[src/hw/pdmap_pkg.sv]
// constants, codes and register map of the process data word map
package pdmap_pkg;
    // selection table geometry
    localparam int SEL_W = 5;
    localparam int SADDR_W = 5;
    localparam int SEL_DEPTH = 32;
    localparam int TX_BANK_BIT = 4;
    typedef logic [SEL_W-1:0] sel_t;
    typedef logic [SADDR_W-1:0] saddr_t;

    // word positions inside one message
    localparam logic [3:0] STATUS_WORD = 4'h1;
    localparam logic [3:0] FIRST_WORD = 4'h2;
    localparam logic [3:0] LAST_WORD = 4'hc;
    localparam int TX_WORDS = 12;

    // receive selection codes
    localparam sel_t CODE_LOOP_FB = 5'h03;
    localparam sel_t CODE_TORQUE = 5'h04;
    localparam sel_t CODE_FWD_LIM = 5'h05;
    localparam sel_t CODE_REV_LIM = 5'h06;
    localparam sel_t CODE_MOT_TQ = 5'h07;
    localparam sel_t CODE_BRK_TQ = 5'h08;
    localparam sel_t CODE_VIN = 5'h09;
    localparam sel_t CODE_VOUT = 5'h0a;
    localparam sel_t CODE_VOLT = 5'h0b;
    localparam sel_t CODE_ANAOUT1 = 5'h0c;
    localparam sel_t CODE_ANAOUT2 = 5'h0d;
    localparam sel_t CODE_PREF_HI = 5'h0e;
    localparam sel_t CODE_PREF_LO = 5'h0f;
    localparam sel_t CODE_PFB_HI = 5'h10;
    localparam sel_t CODE_PFB_LO = 5'h11;
    localparam sel_t CODE_PFB_FLAG = 5'h12;
    // transmit selection: code that returns the status word, count of codes
    localparam sel_t CODE_TX_STATUS = 5'h19;
    localparam int ACT_CODES = 26;

    // setpoint limits (1000 = 100.0 %)
    localparam logic [15:0] LOOP_FB_MAX = 16'h03e8;
    localparam logic [15:0] TORQUE_LIM = 16'h0bb8;
    localparam logic [15:0] MOT_TQ_MAX = 16'h0bb8;
    localparam logic [15:0] BRK_TQ_MAX = 16'h07d0;
    localparam logic [15:0] VIN_MAX = 16'h01ff;
    localparam logic [15:0] VOUT_MAX = 16'h000f;
    localparam logic [15:0] VOLT_MAX = 16'h03e8;
    localparam logic [15:0] ANAOUT_LIM = 16'h03e8;
    localparam logic [15:0] FMAX_RESET = 16'h1388;

    // status word fields
    localparam int ST_RUN_LSB = 0;
    localparam int ST_READY_BIT = 8;
    localparam int ST_GROUP_LSB = 9;
    localparam int ST_SYNC_BIT = 11;
    localparam int ST_OVL_BIT = 12;
    localparam int ST_SRC_LSB = 13;
    localparam int ST_HB_BIT = 15;

    typedef enum logic [7:0] {
        RUN_NONE = 8'h00,
        RUN_FWD = 8'h01,
        RUN_REV = 8'h02,
        RUN_STOP = 8'h03,
        RUN_FAULT = 8'h04,
        RUN_POWER_OFF = 8'h05,
        RUN_PREEXCITE = 8'h06
    } run_state_e;

    typedef enum logic [0:0] {
        TX_IDLE = 1'b0,
        TX_WALK = 1'b1
    } tx_state_e;

    // apb register map
    localparam int ADDR_W = 12;
    localparam logic [11:0] REG_CTRL = 12'h000;
    localparam logic [11:0] REG_FMAX = 12'h004;
    localparam logic [11:0] REG_IRQ_STAT = 12'h008;
    localparam logic [11:0] REG_IRQ_MASK = 12'h00c;
    localparam logic [11:0] REG_STATUS = 12'h010;
    localparam logic [11:0] REG_POS_FB = 12'h014;
    localparam logic [11:0] RX_SEL_BASE = 12'h040;
    localparam logic [11:0] TX_SEL_BASE = 12'h080;
    localparam int CTRL_EN_BIT = 0;
    localparam logic CTRL_EN_RESET = 1'b1;

    // interrupt status bits
    localparam int IRQ_W = 4;
    localparam int IRQ_FRAME = 0;
    localparam int IRQ_CLAMP = 1;
    localparam int IRQ_POS_FB = 2;
    localparam int IRQ_BAD_CODE = 3;
endpackage

[src/hw/sel_mem_if.sv]
// write port and three read ports of the selection table
interface sel_mem_if;
    import pdmap_pkg::*;
    logic we;
    pdmap_pkg::saddr_t waddr;
    pdmap_pkg::sel_t wdata;
    pdmap_pkg::saddr_t rx_addr;
    pdmap_pkg::saddr_t tx_addr;
    pdmap_pkg::saddr_t bus_addr;
    pdmap_pkg::sel_t rx_code;
    pdmap_pkg::sel_t tx_code;
    pdmap_pkg::sel_t bus_code;
    modport owner (output we, waddr, wdata, rx_addr, tx_addr, bus_addr, input rx_code, tx_code, bus_code);
    modport mem (input we, waddr, wdata, rx_addr, tx_addr, bus_addr, output rx_code, tx_code, bus_code);
endinterface

[src/hw/sel_table.sv]
// selection code table with registered read ports
module sel_table #(
    parameter int DEPTH = pdmap_pkg::SEL_DEPTH // number of entries
) (
    input wire logic clk, // system clock
    input wire logic sys_rst, // synchronous reset
    sel_mem_if.mem port // table access
);
    import pdmap_pkg::*;

    sel_t cells [DEPTH];

    // every address bit pattern must land on an entry
    if (DEPTH < 2**SADDR_W) begin : g_depth_check
        $error("sel_table depth too small");
    end

    // cleared to zero so every word starts as invalid
    always_ff @(posedge clk) begin
        if (sys_rst) begin
            for (int i = 0; i < DEPTH; i++) begin
                cells[i] <= '0;
            end
        end else if (port.we) begin
            cells[port.waddr] <= port.wdata;
        end
    end

    // read data always out of a register
    always_ff @(posedge clk) begin
        if (sys_rst) begin
            port.rx_code <= '0;
            port.tx_code <= '0;
            port.bus_code <= '0;
        end else begin
            port.rx_code <= cells[port.rx_addr];
            port.tx_code <= cells[port.tx_addr];
            port.bus_code <= cells[port.bus_addr];
        end
    end
endmodule

[src/hw/fieldbus_process_data_map.sv]
// receive word decoder and response composer for fieldbus process data
// Function
// - receive words 2 to 12 carry references, each meaning set by its own code
// - code 3 is process loop feedback, 0 to 1000
// - code 4 is signed torque setpoint, -3000 to 3000
// - codes 5 and 6 are forward and reverse frequency limits, 0 to fmax
// - code 7 motoring torque limit 0..3000, code 8 braking 0..2000
// - code 9 virtual inputs up to 0x1ff, code 10 virtual outputs up to 0x0f
// - code 11 is separated v/f voltage setpoint, 0 to 1000
// - codes 12 and 13 are signed analog output setpoints, -1000 to 1000
// - codes 14 to 17 carry position reference and feedback halves
// - new position feedback taken only after flag code 18 goes one then zero
// - status word is the first word of every response
// - status bits 0-7 hold the run state
// - status bit 8 shows bus ready to run
// - bits 9-10 motor group, bit 11 motor type, bit 12 overload alarm
// - bits 13-14 command source, bit 15 heartbeat feedback
// - response words 2 to 12 carry actual values chosen by their codes
//
// The implementer's own choices: the APB slave port and the register addresses.
module fieldbus_process_data_map (
    input wire logic clk, // 40 MHz system clock
    input wire logic sys_rst, // synchronous reset, high
    input wire logic [pdmap_pkg::ADDR_W-1:0] paddr, // apb address
    input wire logic psel, // apb select
    input wire logic penable, // apb access phase
    input wire logic pwrite, // apb write
    input wire logic [31:0] pwdata, // apb write data
    output logic [31:0] prdata, // apb read data
    output logic pready, // apb ready
    output logic pslverr, // apb error on unmapped access
    output logic irq, // level interrupt
    input wire logic rx_valid, // receive word strobe
    input wire logic [3:0] rx_idx, // receive word position
    input wire logic [15:0] rx_data, // receive word value
    input wire logic tx_req, // start a response
    output logic tx_valid, // response word strobe
    output logic [3:0] tx_idx, // response word position
    output logic [15:0] tx_data, // response word value
    input wire pdmap_pkg::run_state_e run_state, // drive run state
    input wire logic bus_ready, // dc bus established
    input wire logic [1:0] motor_group, // active motor group
    input wire logic motor_sync, // synchronous motor
    input wire logic overload_alarm, // overload pre-alarm
    input wire logic [1:0] cmd_source, // run command source
    input wire logic heartbeat, // heartbeat present
    input wire logic [16*pdmap_pkg::ACT_CODES-1:0] act_value, // actual values by code
    output logic [15:0] process_loop_feedback, // process loop feedback
    output logic [15:0] torque_ref, // signed torque setpoint
    output logic [15:0] fwd_freq_limit, // forward upper frequency
    output logic [15:0] rev_freq_limit, // reverse upper frequency
    output logic [15:0] motoring_torque_limit, // motoring torque limit
    output logic [15:0] braking_torque_limit, // braking torque limit
    output logic [8:0] virt_in, // virtual input terminals
    output logic [3:0] virt_out, // virtual output terminals
    output logic [15:0] vf_voltage, // separated v/f voltage
    output logic [15:0] analog_output_setpoint1, // analog output 1
    output logic [15:0] analog_output_setpoint2, // analog output 2
    output logic [31:0] pos_ref, // position reference
    output logic [31:0] pos_fb // committed position feedback
);
    import pdmap_pkg::*;

    sel_mem_if smem ();
    sel_table #(.DEPTH(SEL_DEPTH)) u_sel (.clk(clk), .sys_rst(sys_rst), .port(smem.mem));

    logic ctrl_en;
    logic [15:0] fmax;
    logic [IRQ_W-1:0] irq_status;
    logic [IRQ_W-1:0] irq_mask;
    logic [IRQ_W-1:0] events;
    logic [15:0] drive_status_word;
    logic [15:0] next_status;
    logic rx_v1;
    logic [3:0] rx_idx1;
    logic [15:0] rx_data1;
    logic [15:0] next_val;
    logic clamp_hit;
    logic bad_code;
    logic pos_flag;
    logic [31:0] pfb_stage;
    logic pfb_commit;
    tx_state_e tx_state;
    logic [3:0] tx_ptr;
    logic tx_v1;
    logic [3:0] tx_idx1;
    logic [15:0] act_word;
    logic wr_fire;
    logic rd_take;

    // unsigned clamp, returns {hit, value}
    function automatic logic [16:0] clamp_u(input logic [15:0] v, input logic [15:0] hi);
        clamp_u = (v > hi) ? {1'b1, hi} : {1'b0, v};
    endfunction

    // symmetric signed clamp, returns {hit, value}
    function automatic logic [16:0] clamp_s(input logic [15:0] v, input logic [15:0] lim);
        logic signed [15:0] sv;
        logic signed [15:0] sl;
        sv = v;
        sl = lim;
        if (sv > sl) clamp_s = {1'b1, lim};
        else if (sv < -sl) clamp_s = {1'b1, 16'(-sl)};
        else clamp_s = {1'b0, v};
    endfunction

    // selection register hit: right bank, aligned, word index 2..12
    function automatic logic sel_ok(input logic [11:0] a, input logic [11:0] base);
        sel_ok = (a[11:6] == base[11:6]) && (a[1:0] == 2'b00) && (a[5:2] >= FIRST_WORD) && (a[5:2] <= LAST_WORD);
    endfunction

    function automatic logic mapped(input logic [11:0] a, input logic wr);
        case (a)
            REG_CTRL, REG_FMAX, REG_IRQ_STAT, REG_IRQ_MASK: mapped = 1'b1;
            REG_STATUS, REG_POS_FB: mapped = !wr;
            default: mapped = sel_ok(a, RX_SEL_BASE) || sel_ok(a, TX_SEL_BASE);
        endcase
    endfunction

    // table ports: receive bank low, transmit bank high
    assign smem.rx_addr = {1'b0, rx_idx};
    assign smem.tx_addr = {1'b1, tx_ptr};
    assign smem.bus_addr = {paddr[7], paddr[5:2]};
    assign smem.we = wr_fire && (sel_ok(paddr, RX_SEL_BASE) || sel_ok(paddr, TX_SEL_BASE));
    assign smem.waddr = {paddr[7], paddr[5:2]};
    assign smem.wdata = pwdata[SEL_W-1:0];

    // one wait state on every transfer so table reads come out of a register
    assign rd_take = psel && penable && !pready;
    assign wr_fire = psel && penable && pready && pwrite;

    always_ff @(posedge clk) begin
        if (sys_rst) begin
            pready <= 1'b0;
            pslverr <= 1'b0;
            prdata <= '0;
        end else begin
            pready <= rd_take;
            pslverr <= rd_take && !mapped(paddr, pwrite);
            if (rd_take && !pwrite) begin
                case (paddr)
                    REG_CTRL: prdata <= 32'(ctrl_en);
                    REG_FMAX: prdata <= 32'(fmax);
                    REG_IRQ_STAT: prdata <= 32'(irq_status);
                    REG_IRQ_MASK: prdata <= 32'(irq_mask);
                    REG_STATUS: prdata <= 32'(drive_status_word);
                    REG_POS_FB: prdata <= pos_fb;
                    default: prdata <= mapped(paddr, 1'b0) ? 32'(smem.bus_code) : 32'h0;
                endcase
            end else begin
                prdata <= '0;
            end
        end
    end

    // software control registers
    always_ff @(posedge clk) begin
        if (sys_rst) begin
            ctrl_en <= CTRL_EN_RESET;
            fmax <= FMAX_RESET;
            irq_mask <= '0;
        end else if (wr_fire) begin
            if (paddr == REG_CTRL) ctrl_en <= pwdata[CTRL_EN_BIT];
            if (paddr == REG_FMAX) fmax <= pwdata[15:0];
            if (paddr == REG_IRQ_MASK) irq_mask <= pwdata[IRQ_W-1:0];
        end
    end

    // sticky events, write one to clear; a new event beats the clear
    always_ff @(posedge clk) begin
        if (sys_rst) begin
            irq_status <= '0;
            irq <= 1'b0;
        end else begin
            irq_status <= (irq_status & ~((wr_fire && paddr == REG_IRQ_STAT) ? pwdata[IRQ_W-1:0] : '0)) | events;
            irq <= |(irq_status & irq_mask);
        end
    end

    // only words 2..12 are references; control word and others pass by
    always_ff @(posedge clk) begin
        if (sys_rst) begin
            rx_v1 <= 1'b0;
            rx_idx1 <= '0;
            rx_data1 <= '0;
        end else begin
            rx_v1 <= rx_valid && ctrl_en && rx_idx >= FIRST_WORD && rx_idx <= LAST_WORD;
            rx_idx1 <= rx_idx;
            rx_data1 <= rx_data;
        end
    end

    // value and clamp result for the code read from the table
    always_comb begin
        next_val = rx_data1;
        clamp_hit = 1'b0;
        bad_code = 1'b0;
        case (smem.rx_code)
            CODE_LOOP_FB: {clamp_hit, next_val} = clamp_u(rx_data1, LOOP_FB_MAX);
            CODE_TORQUE: {clamp_hit, next_val} = clamp_s(rx_data1, TORQUE_LIM);
            CODE_FWD_LIM, CODE_REV_LIM: {clamp_hit, next_val} = clamp_u(rx_data1, fmax);
            CODE_MOT_TQ: {clamp_hit, next_val} = clamp_u(rx_data1, MOT_TQ_MAX);
            CODE_BRK_TQ: {clamp_hit, next_val} = clamp_u(rx_data1, BRK_TQ_MAX);
            CODE_VIN: {clamp_hit, next_val} = clamp_u(rx_data1, VIN_MAX);
            CODE_VOUT: {clamp_hit, next_val} = clamp_u(rx_data1, VOUT_MAX);
            CODE_VOLT: {clamp_hit, next_val} = clamp_u(rx_data1, VOLT_MAX);
            CODE_ANAOUT1, CODE_ANAOUT2: {clamp_hit, next_val} = clamp_s(rx_data1, ANAOUT_LIM);
            CODE_PREF_HI, CODE_PREF_LO, CODE_PFB_HI, CODE_PFB_LO, CODE_PFB_FLAG: next_val = rx_data1;
            default: bad_code = 1'b1;
        endcase
    end

    assign events[IRQ_FRAME] = rx_v1 && rx_idx1 == LAST_WORD;
    assign events[IRQ_CLAMP] = rx_v1 && clamp_hit;
    assign events[IRQ_POS_FB] = pfb_commit;
    assign events[IRQ_BAD_CODE] = rx_v1 && bad_code;

    // setpoints; unlisted codes fall to default and hold every value
    always_ff @(posedge clk) begin
        if (sys_rst) begin
            process_loop_feedback <= '0;
            torque_ref <= '0;
            fwd_freq_limit <= '0;
            rev_freq_limit <= '0;
            motoring_torque_limit <= '0;
            braking_torque_limit <= '0;
            virt_in <= '0;
            virt_out <= '0;
            vf_voltage <= '0;
            analog_output_setpoint1 <= '0;
            analog_output_setpoint2 <= '0;
        end else if (rx_v1) begin
            case (smem.rx_code)
                CODE_LOOP_FB: process_loop_feedback <= next_val;
                CODE_TORQUE: torque_ref <= next_val;
                CODE_FWD_LIM: fwd_freq_limit <= next_val;
                CODE_REV_LIM: rev_freq_limit <= next_val;
                CODE_MOT_TQ: motoring_torque_limit <= next_val;
                CODE_BRK_TQ: braking_torque_limit <= next_val;
                CODE_VIN: virt_in <= next_val[8:0];
                CODE_VOUT: virt_out <= next_val[3:0];
                CODE_VOLT: vf_voltage <= next_val;
                CODE_ANAOUT1: analog_output_setpoint1 <= next_val;
                CODE_ANAOUT2: analog_output_setpoint2 <= next_val;
                default: ;
            endcase
        end
    end

    // feedback halves wait in a stage until the flag falls
    assign pfb_commit = rx_v1 && smem.rx_code == CODE_PFB_FLAG && pos_flag && rx_data1 == 16'h0000;

    always_ff @(posedge clk) begin
        if (sys_rst) begin
            pos_ref <= '0;
            pfb_stage <= '0;
            pos_fb <= '0;
            pos_flag <= 1'b0;
        end else begin
            if (rx_v1 && smem.rx_code == CODE_PREF_HI) pos_ref[31:16] <= rx_data1;
            if (rx_v1 && smem.rx_code == CODE_PREF_LO) pos_ref[15:0] <= rx_data1;
            if (rx_v1 && smem.rx_code == CODE_PFB_HI) pfb_stage[31:16] <= rx_data1;
            if (rx_v1 && smem.rx_code == CODE_PFB_LO) pfb_stage[15:0] <= rx_data1;
            if (rx_v1 && smem.rx_code == CODE_PFB_FLAG) pos_flag <= rx_data1 != 16'h0000;
            if (pfb_commit) pos_fb <= pfb_stage;
        end
    end

    // status word fields from the drive core
    always_comb begin
        next_status = '0;
        next_status[ST_RUN_LSB +: 8] = run_state;
        next_status[ST_READY_BIT] = bus_ready;
        next_status[ST_GROUP_LSB +: 2] = motor_group;
        next_status[ST_SYNC_BIT] = motor_sync;
        next_status[ST_OVL_BIT] = overload_alarm;
        next_status[ST_SRC_LSB +: 2] = cmd_source;
        next_status[ST_HB_BIT] = heartbeat;
    end

    always_ff @(posedge clk) begin
        if (sys_rst) drive_status_word <= '0;
        else drive_status_word <= next_status;
    end

    // response walk; a request during a walk is ignored
    always_ff @(posedge clk) begin
        if (sys_rst) begin
            tx_state <= TX_IDLE;
            tx_ptr <= STATUS_WORD;
        end else begin
            case (tx_state)
                TX_IDLE: begin
                    tx_ptr <= STATUS_WORD;
                    if (tx_req) tx_state <= TX_WALK;
                end
                TX_WALK: begin
                    tx_ptr <= tx_ptr + 4'h1;
                    if (tx_ptr == LAST_WORD) tx_state <= TX_IDLE;
                end
                default: tx_state <= TX_IDLE;
            endcase
        end
    end

    // actual value chosen by the transmit code; unknown codes send zero
    always_comb begin
        act_word = '0;
        if (smem.tx_code == CODE_TX_STATUS) act_word = drive_status_word;
        else if (int'(smem.tx_code) < ACT_CODES && smem.tx_code != '0) act_word = act_value[16*smem.tx_code +: 16];
    end

    // second stage waits for the registered table read
    always_ff @(posedge clk) begin
        if (sys_rst) begin
            tx_v1 <= 1'b0;
            tx_idx1 <= '0;
            tx_valid <= 1'b0;
            tx_idx <= '0;
            tx_data <= '0;
        end else begin
            tx_v1 <= tx_state == TX_WALK;
            tx_idx1 <= tx_ptr;
            tx_valid <= tx_v1;
            tx_idx <= tx_idx1;
            tx_data <= (tx_idx1 == STATUS_WORD) ? drive_status_word : act_word;
        end
    end

    loop_clamp_a: assert property (@(posedge clk) disable iff (sys_rst)
        rx_v1 && smem.rx_code == CODE_LOOP_FB |=> process_loop_feedback
            == (($past(rx_data1) > LOOP_FB_MAX) ? LOOP_FB_MAX : $past(rx_data1)))
        else $error("process loop feedback not clamped");
    torque_range_a: assert property (@(posedge clk) disable iff (sys_rst)
        $signed(torque_ref) <= $signed(TORQUE_LIM) && $signed(torque_ref) >= -$signed(TORQUE_LIM))
        else $error("torque setpoint out of range");
    brake_limit_a: assert property (@(posedge clk) disable iff (sys_rst)
        $changed(braking_torque_limit) |-> braking_torque_limit <= BRK_TQ_MAX && $past(smem.rx_code) == CODE_BRK_TQ)
        else $error("braking limit wrong");
    ignored_code_a: assert property (@(posedge clk) disable iff (sys_rst)
        rx_v1 && bad_code |=> $stable(process_loop_feedback) && $stable(torque_ref)
            && $stable(vf_voltage) && $stable(pos_fb))
        else $error("ignored word changed a setpoint");
    pos_commit_a: assert property (@(posedge clk) disable iff (sys_rst)
        $changed(pos_fb) |-> $past(rx_v1 && smem.rx_code == CODE_PFB_FLAG && pos_flag && rx_data1 == 16'h0000))
        else $error("position feedback taken without flag sequence");
    status_first_a: assert property (@(posedge clk) disable iff (sys_rst)
        tx_req && tx_state == TX_IDLE |-> ##3 tx_valid && tx_idx == STATUS_WORD && tx_data == $past(drive_status_word))
        else $error("status word not first");
    walk_length_a: assert property (@(posedge clk) disable iff (sys_rst)
        tx_req && tx_state == TX_IDLE |-> ##3 tx_valid[*8] ##1 tx_valid[*3] ##1 tx_valid && tx_idx == LAST_WORD
            ##1 !tx_valid)
        else $error("response walk length wrong");
    status_bits_a: assert property (@(posedge clk) disable iff (sys_rst)
        ##1 drive_status_word[ST_READY_BIT] == $past(bus_ready) && drive_status_word[7:0] == $past(run_state))
        else $error("status word does not follow drive");
    irq_level_a: assert property (@(posedge clk) disable iff (sys_rst)
        ##1 irq == $past(|(irq_status & irq_mask)))
        else $error("interrupt level wrong");
endmodule

[config.mk]
export PLATFORM = sky130hd
export DESIGN_NAME = fieldbus_process_data_map
export DESIGN_NICKNAME = d
export VERILOG_FILES = /design/src/hw/pdmap_pkg.sv /design/src/hw/sel_mem_if.sv /design/src/hw/sel_table.sv /design/src/hw/fieldbus_process_data_map.sv
export SDC_FILE = /design/constraint.sdc
export NUM_CORES = 1
export LEC_CHECK = 0
export BUFFER_PORTS_ARGS = -buffer_cell sky130_fd_sc_hd__buf_2
export CORE_MARGIN = 4
export CORE_UTILIZATION = 30
export CTS_BUF_LIST = sky130_fd_sc_hd__clkbuf_4 sky130_fd_sc_hd__clkbuf_8
export DETAILED_ROUTE_END_ITERATION = 12
export SYNTH_ARGS = -nofsm -noshare
export SYNTH_HDL_FRONTEND = slang
export SYNTH_SLANG_ARGS = --single-unit
[constraint.sdc]
create_clock -name clk -period 6.95 [get_ports clk]
set_input_delay 0.3475 -clock clk [delete_from_list [all_inputs] [get_ports clk]]
set_output_delay 0.3475 -clock clk [all_outputs]
set_load 0.02 [all_outputs]
Word level (Yosys, flattened, before mapping)
Memory sizes are Yosys's and may differ from the RTL's. A register that Yosys moved wholly into a read port is not among the register bits.
Cells that the tools add are included.
- order comparisons: 15
- shift operators: 1
- muxes and demuxes: 36
- reductions and logical operators: 61
- add/sub/neg operators: 1
- bitwise gates (word level): 6
- equality and inequality tests: 27
- operators by type and width (cell ; number):
    $shiftx A416 B10 Y16 ; 1
    $pmux W32 S6 ; 1
    $mux W17 ; 10
    $pmux W16 S8 ; 1
    $mux W16 ; 3
    $eq A5 B4 Y1 const B ; 8
    $gt A16 B11 Y1 const B ; 2
    $logic_and A1 B1 Y1 ; 28
    $reduce_and A2 Y1 ; 14
    $eq A12 B4 Y1 const B ; 2
    $eq A12 B5 Y1 const B ; 2
    $eq A5 B3 Y1 const B ; 4
    $eq A5 B5 Y1 const B ; 4
    $gt A16 B10 Y1 const B ; 1
    $gt A16 B12 Y1 const B ; 1
    $gt A16 B13 Y1 const B ; 1
    $gt A16 B16 Y1 ; 1
    $gt A16 B4 Y1 const B ; 1
    $gt A16 B9 Y1 const B ; 1
    $logic_not A16 Y1 ; 1
    $lt A16 B11 Y1 const B ; 1
    $lt A16 B13 Y1 const B ; 1
    $reduce_bool A16 Y1 ; 1
    $reduce_or A16 Y1 ; 1
    other kinds (29) ; 56
- word-level logic and storage cells: 184
- flip-flop bits (word level): 382
- memories kept: 1
- bits in writable memories: 160
- memories (name ; depth ; width ; read ports ; clocked after Yosys merged registers in ; wr ports ; RTL line ; text):
    u_sel.cells ; 32 ; 5 ; 3 ; 3 ; 32 ; sel_table.sv:11 ; sel_t cells [DEPTH];

Longest topological paths before layout
- depth after elaboration: 11
- gate-level depth with buffers: 13
- gate-level depth less buffers: 11

Modules after synthesis
From an unflattened synthesis, not the netlist that was laid out.
- cells, all modules: 2649
- area, all modules: 28551.1 µm²
- modules (own cells, without submodules) (module ; area each (µm²) ; times used ; cells an instance):
    fieldbus_process_data_map ; 17845.9 ; 1 ; 1907
    sel_table ; 10705.3 ; 1 ; 742

Worst setup path after synthesis
OpenSTA, ideal clock, no wires.
- path type: reg-to-reg
- start: register rx_data1[4]
- end: register braking_torque_limit[0]
- data arrival time: 2.857 ns
- stages on the path, launching flop included: 12
- path buffers: 3
- data required time: 6.863 ns
- slack: 4.006 ns
- clock period less this slack: 2.944 ns
- cell sequence: dfxtp_1 clkbuf_1 buf_1 a21oi_1 a211o_1 ha_1 nor2_1 nor2_1 o2111ai_1 o31ai_2 buf_2 o31ai_1
- word-level cells in the longest chain between the ends: 4
- ends and longest elaborated chain (element ; RTL line ; text):
    start, declared ; fieldbus_process_data_map.sv:76 ; logic [15:0] rx_data1;
    start signal, assigned ; fieldbus_process_data_map.sv:189 ; rx_data1 <= rx_data;
    $lt A16 B11 Y1 or $lt A16 B13 Y1 (tied branches) ; fieldbus_process_data_map.sv:103 ; else if (sv < -sl) clamp_s = {1'b1, 16'(-sl)};
    $mux W17 ; fieldbus_process_data_map.sv:103 ;
    $mux W17 ; fieldbus_process_data_map.sv:102 ; if (sv > sl) clamp_s = {1'b1, lim};
    $pmux W16 S8 (*) ; fieldbus_process_data_map.sv:198 ; case (smem.rx_code)
    end signal, assigned ; fieldbus_process_data_map.sv:239 ; CODE_BRK_TQ: braking_torque_limit <= next_val;
    end, declared ; fieldbus_process_data_map.sv:53 ; output logic [15:0] braking_torque_limit,
Mark *: on every way between the ends. The rest lies on a longest branch, timed or not.
A chain may end at the register's enable or synchronous reset.

Final worst setup path
- start: register rx_data1[7]
- end: register process_loop_feedback[9]
- word-level cells in the longest chain between the ends: 4
- ends and longest elaborated chain (element ; RTL line ; text):
    $lt A16 B11 Y1 or $lt A16 B13 Y1 (tied branches) ; fieldbus_process_data_map.sv:103 ;
    $mux W17 ; fieldbus_process_data_map.sv:103 ;
    $mux W17 ; fieldbus_process_data_map.sv:102 ;
    $pmux W16 S8 (*) ; fieldbus_process_data_map.sv:198 ;
    end signal, assigned ; fieldbus_process_data_map.sv:234 ; CODE_LOOP_FB: process_loop_feedback <= next_val;
    end, declared ; fieldbus_process_data_map.sv:48 ; output logic [15:0] process_loop_feedback,
Marks and branches as above.

==> metrics <==
first-pass GRT wire length between 150000 and 200000 µm; Worst path max stage delay about 0.90 ns; Yosys reg bits 557; DR pass1 iterations 6; Startpoint Class flip-flop; most frequent cell after synthesis dfxtp_1; Syn Inst Count around 2500; final setup vio count 0; final max-slew violation count 0; total CTS buffers 93; post-route ant nets 0; layout cells sized above 1 37.6%; largest area contributor in the netlist dfxtp_1; Final Cycle Share roughly three fifths; initial cell density of the core around 30%; Die W a little over 300 µm; largest net degree at the start of global routing approximately 110; RSZ-0062 raised after global routing no; Final Non-Filler Cells between 4000 and 5000; post-route cell area 34600 µm²; DR DRC count 0; gr ovfl total 0; Synth top area share between 20% and 30%; Synth area leaders dfxtp_1 29%, edfxtp_1 18%, mux4_2 18%; CP startpoint rx_data1[7]$_SDFF_PP0_; register area share after synthesis around 47%; post-layout util ~39%; combinational share of power 14.5%; worst vdd ir 0.142 mV; H-tree Lvls 3; worst-path maximum fanout 12; Crit. End Element flip-flop; initial antenna violation count 39; Clock Skews between 0.04 and 0.05 ns; hold_ws approximately 0.20 ns; Clock power frac 40.8%; Reg power frac 44.7%; placed inst area around 32000 µm²; WL final between 100000 and 150000 µm; largest delay contributor family on the critical path compound AO/OA/AOI/OAI gates; slowest CP cell dfxtp_1; crit path time final about 4.1 ns; Power Total 7.90 mW; pre-CTS WS around 3 ns; clk sink count ~560; Clock Latency Late Sink just over 0.7 ns; max_cap viols 0; fmax between 200 and 250 MHz; vias per cell roughly 5.3; Setup WS post-layout about 2.9 ns; FF-to-FF End process_loop_feedback[9]$_SDFFE_PP0P_; Root Buffer clkbuf_8; worst-path cell chain ha_1 -> a41o_1 -> a21oi_1 -> o22ai_1 -> o31ai_1 -> o2111ai_1 -> o22ai_1 -> o22ai_1; actual slew at the worst max-slew pin about 1.2 ns; hold crit path type primary input to flip-flop; crit path kind flip-flop to flip-flop; drt first-iter violations roughly 2600; Critical Path AT between 4 and 5 ns; relative slew slack a little under a fifth; Int Power just under 6 mW; RR Startpoint rx_data1[7]$_SDFF_PP0_; Row Count 109; switching share of total power ~27%; status finished, final reports clean; dpl hpwl 92600 µm; Critical path buffers and inverters 0; reg2reg setup slack roughly 2.9 ns; core footprint ~89000 µm²; Fin. Hold Viols 0; PortBufs 759; Top FF cell, synth dfxtp_1; critical path required time approximately 7.5 ns; wire length per cell between 20 and 30 µm; I/O Pins 780; number of global-route vias before repair approximately 23000; total global-route track usage 24.1%; nets ~3800; Post-synth EDFFs 160; CTS max path bufs 3; Psw approximately 2.1 mW; pwr/cell area between 200 and 250 nW/µm²; via count around 24000; Synth cell types 90; dpl cells between 4000 and 5000; P_leak between 10 and 15 nW; CP dominant cell by count o22ai_1; CTS tree done; Worst Reg-to-Reg Cells 8; DIE HEIGHT 308 µm; Setup TNS Final 0 ns; Routability Congestion 0.943; Yosys warnings 0; syn_area_per_cell 11.0 µm²; Synth Cell Area approximately 27000 µm²; post-CTS setup buffer count 0; die area 94800 µm²; Synth top cells by count 397 x dfxtp_1, 313 x nand2_1, 212 x mux4_2; Area growth, synth to finish 28.4%; worst setup path endpoint process_loop_feedback[9]$_SDFFE_PP0P_; number of cells on the critical path 8; async set-reset flop share out of synthesis 0%; clk slew on worst S/H paths ~0.060 ns
## cells by family after synthesis
group	count (synthesis)	share of synthesized area [%]
compound gates	461	11.9
xor+xnor	4	0.130
fa+ha+maj	20	0.928
buf+inv	236	3.55
flops	557	47.3
mux	252	19.2
other cells	1	0.0139
simple gates	928	17.1
## flip-flops by register name, indices dropped and copies added (netlist names), 32 cells and up
register / flops
u_sel.cells: 160
pfb_stage: 32
pos_fb: 32
pos_ref: 32
prdata: 32
## power groups by stage
stage,Combinational [mW],Clock [mW],Sequential (mW)
3_3_place_gp,1.10,0,3.59
2_1_floorplan,0.669,0,3.54
5_1_grt,1.21,3.44,3.54
3_5_place_dp,1.11,0,3.60
6_report,1.15,3.22,3.53
4_1_cts,1.13,3.29,3.53
## placed cells by master (no fill, tap or decap), types with 11 or more instances in the layout
cell type,n
conb_1,50
o31ai_1,15
buf_2,758
a21oi_1,170
buf_4,43
clkinv_2,11
a22oi_1,16
nand3_1,26
ha_1,20
o2111ai_1,16
nand3b_1,27
diode_2,25
nand2_1,313
clkbuf_4,29
mux4_2,212
or2_2,29
and2_1,148
o22ai_1,12
mux2i_1,37
a211oi_1,47
nor2b_1,60
inv_1,29
o21ai_0,35
nand4_1,12
o211ai_1,33
nor2_1,197
a222oi_1,15
dlygate4sd3_1,53
a311oi_1,32
edfxtp_1,160
nand2b_1,25
clkbuf_8,111
nor3_1,29
dfxtp_1,393
## worst min path at each step
stage | start | end | slack, ns | cells after the start
6_report | pwrite | pslverr$_SDFF_PP0_ | 0.20 | 2
3_5_place_dp | u_sel.port.bus_code[4]$_SDFF_PP0_ | prdata[4]$_SDFF_PP0_ | 0.43 | 2
4_1_cts | pwrite | pslverr$_SDFF_PP0_ | 0.07 | 2
3_3_place_gp | u_sel.port.bus_code[4]$_SDFF_PP0_ | prdata[4]$_SDFF_PP0_ | 0.43 | 2
5_1_grt | pwrite | pslverr$_SDFF_PP0_ | 0.10 | 2
2_1_floorplan | u_sel.port.bus_code[1]$_SDFF_PP0_ | prdata[1]$_SDFF_PP0_ | 0.40 | 2
## what timing repair did
action,CTS,global route
hold buffers,53,0
resized for setup,0,0
hold endpoints to repair,72,0
## routing by layer
| metal | vias up | track usage, % | part of all wire (%) |
|---|---|---|---|
| li1 | 10698 | - | - |
| met1 | 11758 | 33.8 | 44 |
| met2 | 1210 | 34.5 | 43 |
| met3 | 159 | 9.15 | 11 |
| met4 | 12 | 6.42 | 2.5 |
| met5 | - | 2.38 | 0.21 |
## area by class of cell
type / instances / area (µm²)
Clock buffer: 140 / 1750
Timing Repair Buffer: 856 / 4680
Sequential cell: 557 / 12800
Tap cell: 1165 / 1460
Antenna cell: 25 / 62.6
Fill cell: 8852 / 54200
Multi-Input combinational cell: 1715 / 13500
Inverter: 30 / 113
Clock inverter: 28 / 319
(Power assumes the default switching activity.)
